<file path="config.mk">
export PLATFORM = sky130hd
export DESIGN_NAME = slot_b_afe_config_regs
export DESIGN_NICKNAME = d
export VERILOG_FILES = /design/src/slot_b_afe_pkg.sv /design/src/slot_b_afe_config_regs.sv
export SDC_FILE = /design/constraint.sdc
export NUM_CORES = 1
export LEC_CHECK = 0
export ABC_AREA = 0
export BUFFER_PORTS_ARGS = -buffer_cell sky130_fd_sc_hd__buf_4
export CAP_MARGIN = 20
export CORE_UTILIZATION = 50
export CTS_CLUSTER_DIAMETER = 150
export DETAILED_ROUTE_END_ITERATION = 8
export MAX_ROUTING_LAYER = met4
export PLACE_DENSITY = 0.83
export SYNTH_ARGS = -nofsm -noshare
export SYNTH_HDL_FRONTEND = slang
export SYNTH_SLANG_ARGS = --single-unit
</file>
<file path="constraint.sdc">
create_clock -name clk -period 1.5 [get_ports clk]
set_input_delay 0.15 -clock clk [delete_from_list [all_inputs] [get_ports clk]]
set_output_delay 0.15 -clock clk [all_outputs]
set_load 0.01 [all_outputs]
</file>
<file path="src/slot_b_afe_pkg.sv">
// Offsets, field layouts and reset values of the slot B front-end registers
package slot_b_afe_pkg;

   // Register offsets (word address on the configuration port)
   localparam logic [7:0] ORDER_ADDR = 8'h1d;
   localparam logic [7:0] WINDOW_ADDR = 8'h3b;
   localparam logic [7:0] SETTINGS_ADDR = 8'h44;

   // Integration order register
   localparam int ORDER_LSB = 0;
   localparam int ORDER_W = 4;
   localparam logic [3:0] ORDER_RST = 4'h0;
   localparam logic [11:0] ORDER_UPPER_RST = 12'h000;

   // Integration window register
   localparam int WIDTH_LSB = 11;
   localparam int WIDTH_W = 5;
   localparam logic [4:0] WIDTH_RST = 5'h04;
   localparam int DELAY_LSB = 0;
   localparam int DELAY_W = 11;
   localparam logic [10:0] DELAY_RST = 11'h017;
   localparam real WIDTH_UNIT_NS = 1000.0;
   localparam real DELAY_UNIT_NS = 31.25;

   // Front-end settings register
   localparam int MODE_LSB = 10;
   localparam logic [5:0] MODE_RST = 6'h07;
   localparam int INTGAIN_LSB = 8;
   localparam logic [1:0] INTGAIN_RST = 2'h0;
   localparam int BUFSEL_BIT = 7;
   localparam logic BUFSEL_RST = 1'b0;
   localparam int INDEN_BIT = 6;
   localparam logic INDEN_RST = 1'b0;
   localparam int VREF_LSB = 4;
   localparam logic [1:0] VREF_RST = 2'h3;
   localparam int RSVD_LSB = 2;
   localparam logic [1:0] RSVD_RST = 2'h2;
   localparam int TIAGAIN_LSB = 0;
   localparam logic [1:0] TIAGAIN_RST = 2'h0;

   // Per-channel gain register fields used for channels 2 to 4
   localparam int PERCH_LSB = 6;

   // Integrator-as-buffer gain codes
   localparam logic [1:0] BUFGAIN_07_CODE = 2'h2;

   typedef struct packed {
      logic [5:0] analogModeCode;
      logic [1:0] integratorGainCode;
      logic integratorBufferSelect;
      logic perChannelGainEnable;
      logic [1:0] transimpedanceRefSelect;
      logic [1:0] reservedBits;
      logic [1:0] commonTransimpedanceGain;
   } settings_t;

   typedef struct packed {
      logic [4:0] windowWidthUs;
      logic [10:0] windowStartDelay;
   } window_t;

   typedef struct packed {
      logic [1:0] ch4;
      logic [1:0] ch3;
      logic [1:0] ch2;
      logic [1:0] ch1;
   } chan_gain_t;

   typedef struct packed {
      logic wrEn;
      logic [7:0] addr;
      logic [15:0] wrData;
   } reg_write_t;

endpackage : slot_b_afe_pkg

</file>
<file path="src/slot_b_afe_config_regs.sv">
// Slot B front-end configuration registers and their decoded controls
//
// Overview of operation
// - Four-bit field chooses integration polarity per pulse in a four-pulse group.
// - Bit 0 drives pulse one, bit 1 pulse two, up to bit 3.
// - Pulse index wraps to the first pulse after the fourth.
// - Bit clear gives normal integration order, bit set reverses it.
// - Window width is five bits, one microsecond steps, resets to four.
// - Window start delay is eleven bits, 31.25 ns steps, resets to 0x17.
// - In buffer mode gain codes 00 and 01 mean unity, 10 means 0.7.
// - Buffer-select bit turns integrator into a buffer; resets to zero.
// - Individual gain on: channel 1 from here, channels 2-4 from bits 11:6.
// - Two-bit transimpedance reference select, reset and recommended code 3.
// - Individual gain off: common gain field drives all four channels.
`timescale 1ns/1ps

module slot_b_afe_config_regs #(
   parameter int ADDR_W = 8
) (
   // Clock and reset
   input wire logic clk,
   input wire logic resetn,
   // Register port from the serial configuration interface
   input wire slot_b_afe_pkg::reg_write_t regWrite,
   input wire logic rdEn,
   input wire logic [ADDR_W-1:0] rdAddr,
   output logic [15:0] rdData,
   output logic rdHit,
   // Per-channel gain register content from the neighbouring block
   input wire logic [15:0] perChannelGainReg,
   // Timing core
   input wire logic pulseStrobe,
   input wire logic slotStart,
   output logic [1:0] pulseIndex,
   output logic pulseReversed,
   output logic [4:0] windowWidthUs,
   output logic [10:0] windowStartDelay,
   // Analog front end
   output slot_b_afe_pkg::settings_t afeSettings,
   output slot_b_afe_pkg::chan_gain_t chanGain,
   output logic bufferGainReduced
);

   // Decoder compares against eight-bit offsets only
   if (ADDR_W != 8) begin : g_bad_addr_w
      $error("ADDR_W must be 8");
   end

   logic [15:0] order_q;
   slot_b_afe_pkg::window_t window_q;
   slot_b_afe_pkg::settings_t settings_q;
   logic [1:0] pulseIdx_q;
   logic [15:0] rdData_q;
   logic rdHit_q;

   // Integration order register; full word kept so it reads back exactly
   always_ff @(posedge clk or negedge resetn) begin
      if (!resetn) begin
         order_q <= {slot_b_afe_pkg::ORDER_UPPER_RST,
                     slot_b_afe_pkg::ORDER_RST};
      end else if (regWrite.wrEn &&
                   regWrite.addr == slot_b_afe_pkg::ORDER_ADDR) begin
         order_q <= regWrite.wrData;
      end
   end

   // Integration window register
   always_ff @(posedge clk or negedge resetn) begin
      if (!resetn) begin
         window_q.windowWidthUs <= slot_b_afe_pkg::WIDTH_RST;
         window_q.windowStartDelay <= slot_b_afe_pkg::DELAY_RST;
      end else if (regWrite.wrEn &&
                   regWrite.addr == slot_b_afe_pkg::WINDOW_ADDR) begin
         window_q <= regWrite.wrData;
      end
   end

   // Front-end settings register
   always_ff @(posedge clk or negedge resetn) begin
      if (!resetn) begin
         settings_q.analogModeCode <= slot_b_afe_pkg::MODE_RST;
         settings_q.integratorGainCode <= slot_b_afe_pkg::INTGAIN_RST;
         settings_q.integratorBufferSelect <=
            slot_b_afe_pkg::BUFSEL_RST;
         settings_q.perChannelGainEnable <= slot_b_afe_pkg::INDEN_RST;
         settings_q.transimpedanceRefSelect <=
            slot_b_afe_pkg::VREF_RST;
         settings_q.reservedBits <= slot_b_afe_pkg::RSVD_RST;
         settings_q.commonTransimpedanceGain <= slot_b_afe_pkg::TIAGAIN_RST;
      end else if (regWrite.wrEn &&
                   regWrite.addr == slot_b_afe_pkg::SETTINGS_ADDR) begin
         // Reserved values are stored as written; host keeps them legal
         settings_q <= regWrite.wrData;
      end
   end

   // Pulse index within the four-pulse group, restarted at each slot
   always_ff @(posedge clk or negedge resetn) begin
      if (!resetn) begin
         pulseIdx_q <= 2'h0;
      end else if (slotStart) begin
         pulseIdx_q <= 2'h0;
      end else if (pulseStrobe) begin
         // Two-bit counter wraps from the fourth pulse to the first
         pulseIdx_q <= pulseIdx_q + 2'h1;
      end
   end

   assign pulseIndex = pulseIdx_q;
   // Index selects its own order bit; one means reversed sequence
   assign pulseReversed = order_q[slot_b_afe_pkg::ORDER_LSB +
                                  pulseIdx_q];

   assign windowWidthUs = window_q.windowWidthUs;
   assign windowStartDelay = window_q.windowStartDelay;
   assign afeSettings = settings_q;

   // Only meaningful with buffer select set, which host limits to TIA-ADC
   assign bufferGainReduced = settings_q.integratorBufferSelect &&
      settings_q.integratorGainCode ==
      slot_b_afe_pkg::BUFGAIN_07_CODE;

   // Channel gain routing
   always_comb begin
      chanGain.ch1 = settings_q.commonTransimpedanceGain;
      if (settings_q.perChannelGainEnable) begin
         chanGain.ch2 = perChannelGainReg[slot_b_afe_pkg::PERCH_LSB +: 2];
         chanGain.ch3 =
            perChannelGainReg[slot_b_afe_pkg::PERCH_LSB + 2 +: 2];
         chanGain.ch4 =
            perChannelGainReg[slot_b_afe_pkg::PERCH_LSB + 4 +: 2];
      end else begin
         chanGain.ch2 = settings_q.commonTransimpedanceGain;
         chanGain.ch3 = settings_q.commonTransimpedanceGain;
         chanGain.ch4 = settings_q.commonTransimpedanceGain;
      end
   end

   // Registered read-back, one cycle after the request
   always_ff @(posedge clk or negedge resetn) begin
      if (!resetn) begin
         rdData_q <= 16'h0000;
         rdHit_q <= 1'b0;
      end else if (rdEn) begin
         if (rdAddr == slot_b_afe_pkg::ORDER_ADDR) begin
            rdData_q <= order_q;
            rdHit_q <= 1'b1;
         end else if (rdAddr == slot_b_afe_pkg::WINDOW_ADDR) begin
            rdData_q <= window_q;
            rdHit_q <= 1'b1;
         end else if (rdAddr == slot_b_afe_pkg::SETTINGS_ADDR) begin
            rdData_q <= settings_q;
            rdHit_q <= 1'b1;
         end else begin
            // Other addresses belong to neighbouring blocks
            rdData_q <= 16'h0000;
            rdHit_q <= 1'b0;
         end
      end else begin
         rdHit_q <= 1'b0;
      end
   end

   assign rdData = rdData_q;
   assign rdHit = rdHit_q;

endmodule : slot_b_afe_config_regs

</file>
==> reports/results.md <==
| Result | Reported | Unit |
|:---|:---|:---|
| First-pass GRT wire length | 13.2 | mm |
| RSZ-0062 raised after global routing | true | - |
| Net count after synthesis | 309 | - |
| Setup TNS | -0.0240 | ns |
| Critical path type | reg2out | - |
| Max Fanout on Critical Path | 2 | - |
| Worst Setup Slack, final | -0.0240 | ns |
| Layout overhead on the synthesized area | 36.0 | % |
| Count of input and output buffers | 104 | - |
| Count of unique library cells instantiated by Yosys | 33 | - |
| GRT Overall Usage | 27.4 | % |
| Met1 layer usage reported by global route | 35.0 | % |
| Register area | 1690 | um^2 |
| Total CTS buffers | 9 | - |
| Actual transition at the worst max-transition pin | 0.463 | ns |
| Fraction of registers with async set or reset after synthesis | 100 | % |
| Cell count after synthesis | 255 | - |
| Length in cells of the worst reg-to-reg path | 3 | - |
| Fmax achieved | 0.656 | GHz |
| Min Tclk post-route | 1.52 | ns |
| Launch point of the worst hold path | regWrite[11] | - |
| Violation count after the first detailed-routing iteration | 146 | - |
| Net total in the final layout | 416 | - |
| Clock-pin transition on the worst setup and hold timing paths | 0.08 | ns |
| Avg Synthesized Cell Area | 12.8 | um^2 |
| Library cell occupying the most area in the post-synthesis netlist | sky130_fd_sc_hd__dfrtp_1 | - |
| Placed Cells | 425 | - |
| Clock tree from TritonCTS | built | - |
| Worst r2r dst | pulseIndex[0] | - |
| Total power divided by cell area | 939 | nW/um^2 |
| Number of antenna violations at the first check in global routing | 0 | - |
| Half-perimeter wire length after detailed placement | 5.54 | mm |
| Clock latency at the later pin of the worst-skew pair | 0.34 | ns |
| Count of final setup violators | 1 | - |
| Violations in the final reports | setup timing | - |
| Global-route track usage on met3 | 3.93 | % |
| Final period util | 102 | % |
| Worst-case clock buffer depth | 2 | - |
| Final setup skew | 0.00750 | ns |
| Standard cell with the maximum stage delay on the critical path | sky130_fd_sc_hd__mux4_2 | - |
| Y dimension of the die | 82.8 | um |
| Drt drc | 0 | - |
| Number of global-route vias before repair | 2,611 | - |
| Run status | complete, but fails checks | - |
| Relative max-transition margin | 69.1 | % |
| Worst min-delay path class | in2reg | - |
| Via density per instance | 5.86 | - |
| Routed wire per std cell | 19.1 | um |
| Crit path capture type | output pin | - |
| H-tree Lvls | 3 | - |
| Leading register cell type out of synthesis | sky130_fd_sc_hd__dfrtp_1 | - |
| Number of synthesized register bits | 67 | - |
| Fraction of post-synthesis cell area in the top cell type by area | 42.9 | % |
| Total Wirelength | 8.50 | mm |
| Count of flip-flops with a built-in enable after synthesis | 0 | - |
| Total global routing overflow | 0 | - |
| Fillers | 485 | - |
| Ordered list of cells on the worst path | mux4_2, buf_6 | - |
| Die outline area | 6850 | um^2 |
| Max-capacitance violation count | 0 | - |
| Die outline width | 82.8 | um |
| Post-layout instance count excluding filler cells | 444 | - |
| Count of final max-slew check failures | 0 | - |
| Starting Density | 51.7 | % |
| Clock sink count | 67 | - |
| 1st-pass router iterations | 4 | - |
| Startpoint of the worst-slack reg-to-reg timing path | pulseIndex[0] | - |
| Standard-cell row count | 29 | - |
| Global Route met2 Usage | 44.1 | % |
| Area of combinational cells with multiple inputs | 1460 | um^2 |
| Largest vdd supply drop | 0.651 | mV |
| Worst Path Required | 1.35 | ns |
| Busiest metal layer after global routing | met2 | - |
| Min-Delay Path Depth | 2 | - |
| Maximum number of pins on one net before global-route repair | 36 | - |
| Largest incremental delay on the critical path | 0.51 | ns |
| Antenna diode count | 0 | - |
| Number of hold violations in the final report | 0 | - |
| Sequential-to-total area share from yosys stat | 51.8 | % |
| Kind of launch point of the worst setup path | flop | - |
| Total of warnings raised by yosys | 0 | - |
| Layout cell share with drive strength beyond 1 | 55.0 | % |
| Critical path arrival | 1.37 | ns |
| Slack of the worst reg-to-reg path | 0.54 | ns |
| Cell leakage power | 2.18 | nW |
| Total number of vias | 2,602 | - |
| IO Pins | 115 | - |
| Clock root buffer | sky130_fd_sc_hd__clkbuf_8 | - |
| Gp weighted congestion | 0.737 | - |
| Synth top area cells | sky130_fd_sc_hd__dfrtp_1 43%, sky130_fd_sc_hd__mux2_2 13%, sky130_fd_sc_hd__dfstp_2 8.9% | - |
| Most used cells in the layout excluding fill and tap cells | 108 x sky130_fd_sc_hd__buf_4, 55 x sky130_fd_sc_hd__dfrtp_1, 38 x sky130_fd_sc_hd__mux2_2 | - |
| Total core area | 6310 | um^2 |
| Syn Std Cell Area | 3260 | um^2 |
| Worst hold path endpoint | windowWidthUs[0] | - |
| ANT nets after route | 0 | - |
| Most common library cell in the layout ignoring fill and taps | sky130_fd_sc_hd__buf_4 | - |
-- layout make-up --
type                       instances  area share [%]
sequential                        67            38.1
multi-input combinational        167            32.9
timing repair buffer             117            21.7
clock buffer                      10            3.10
tap                               77            2.17
clock inverter                     6            2.00
-- power by group --
part / switching [mW] / total, mW / internal [mW]
clock: 0.710 / 1.69 / 0.981
sequential: 0.0633 / 1.95 / 1.89
combinational: 0.242 / 0.522 / 0.280
total: 1.02 / 4.17 / 3.15
-- synthesized netlist by cell type, drive strengths merged (2+ instances only) --
cell    count
nand4      16
buf        10
nand2      31
nand2b      3
o21ai      16
dfrtp      56
and3b       2
dfstp      11
nor3b       2
nor4b       3
nor2        3
clkbuf     11
mux2i      16
mux2       48
a32oi      16
-- timing repair --
item	in CTS	in global routing
resized for setup	1	1
hold buffers	2	0
buffers inserted	1	0
hold endpoints to repair	30	0
gates cloned	0	0
setup endpoints to repair	1	7
-- worst max path at each step --
stage	from	to	slack (ns)	cells after the start
floorplan	regWrite[23]	windowStartDelay[10]	0.05	4
global placement	regWrite[23]	windowStartDelay[5]	0.03	5
detailed placement	regWrite[23]	windowStartDelay[3]	0.01	5
CTS	pulseIndex[0]	pulseReversed	-0.04	2
global route	pulseIndex[0]	pulseReversed	-0.05	2
finish	pulseIndex[0]	pulseReversed	-0.02	2
-- worst max-delay path: cells and delay by family (launching register included) --
kind     cells  cell delay, ns
buf+inv      1            0.14
flops        1            0.39
mux          1            0.51
-- through the flow --
| stage | instance area, um^2 | setup WS, ns | utilization (%) | total power, mW | hold slack, ns |
|---|---|---|---|---|---|
| 6_report | 4440 | -0.0240 | 70.3 | 4.17 | 0.0530 |
| 5_1_grt | 4440 | -0.0529 | 70.3 | 4.32 | 0.0462 |
| 4_1_cts | 4440 | -0.0409 | 70.3 | 4.19 | 0.0404 |
| 3_5_place_dp | 4180 | 0.0126 | 66.2 | 2.50 | 0.133 |
| 3_3_place_gp | 4180 | 0.0286 | 66.2 | 2.48 | 0.128 |
| 2_1_floorplan | 3260 | 0.0478 | - | 2.18 | -0.146 |
-- sequential cells by signal, indices dropped and copies added, names as in the netlist --
signal            cells
afeSettings          16
order_q              16
rdData               16
windowStartDelay     11
windowWidthUs         5
pulseIndex            2
rdHit                 1
-- layer usage --
metal / vias up / wire [um]
li1: 1163 / -
met1: 1316 / 3540
met2: 110 / 4340
met3: 13 / 489
met4: 0 / 131
met5: - / 0
-- kinds of logic after synthesis --
logic type,count (synthesis),synth area share [%]
AO/OA/AOI/OAI,34,7.21
XOR/XNOR,2,0.537
buffers and inverters,21,3.45
flip-flops,67,51.8
multiplexers,65,23.3
AND/OR/NAND/NOR,66,13.7
Power figures use the tool's default switching activity.
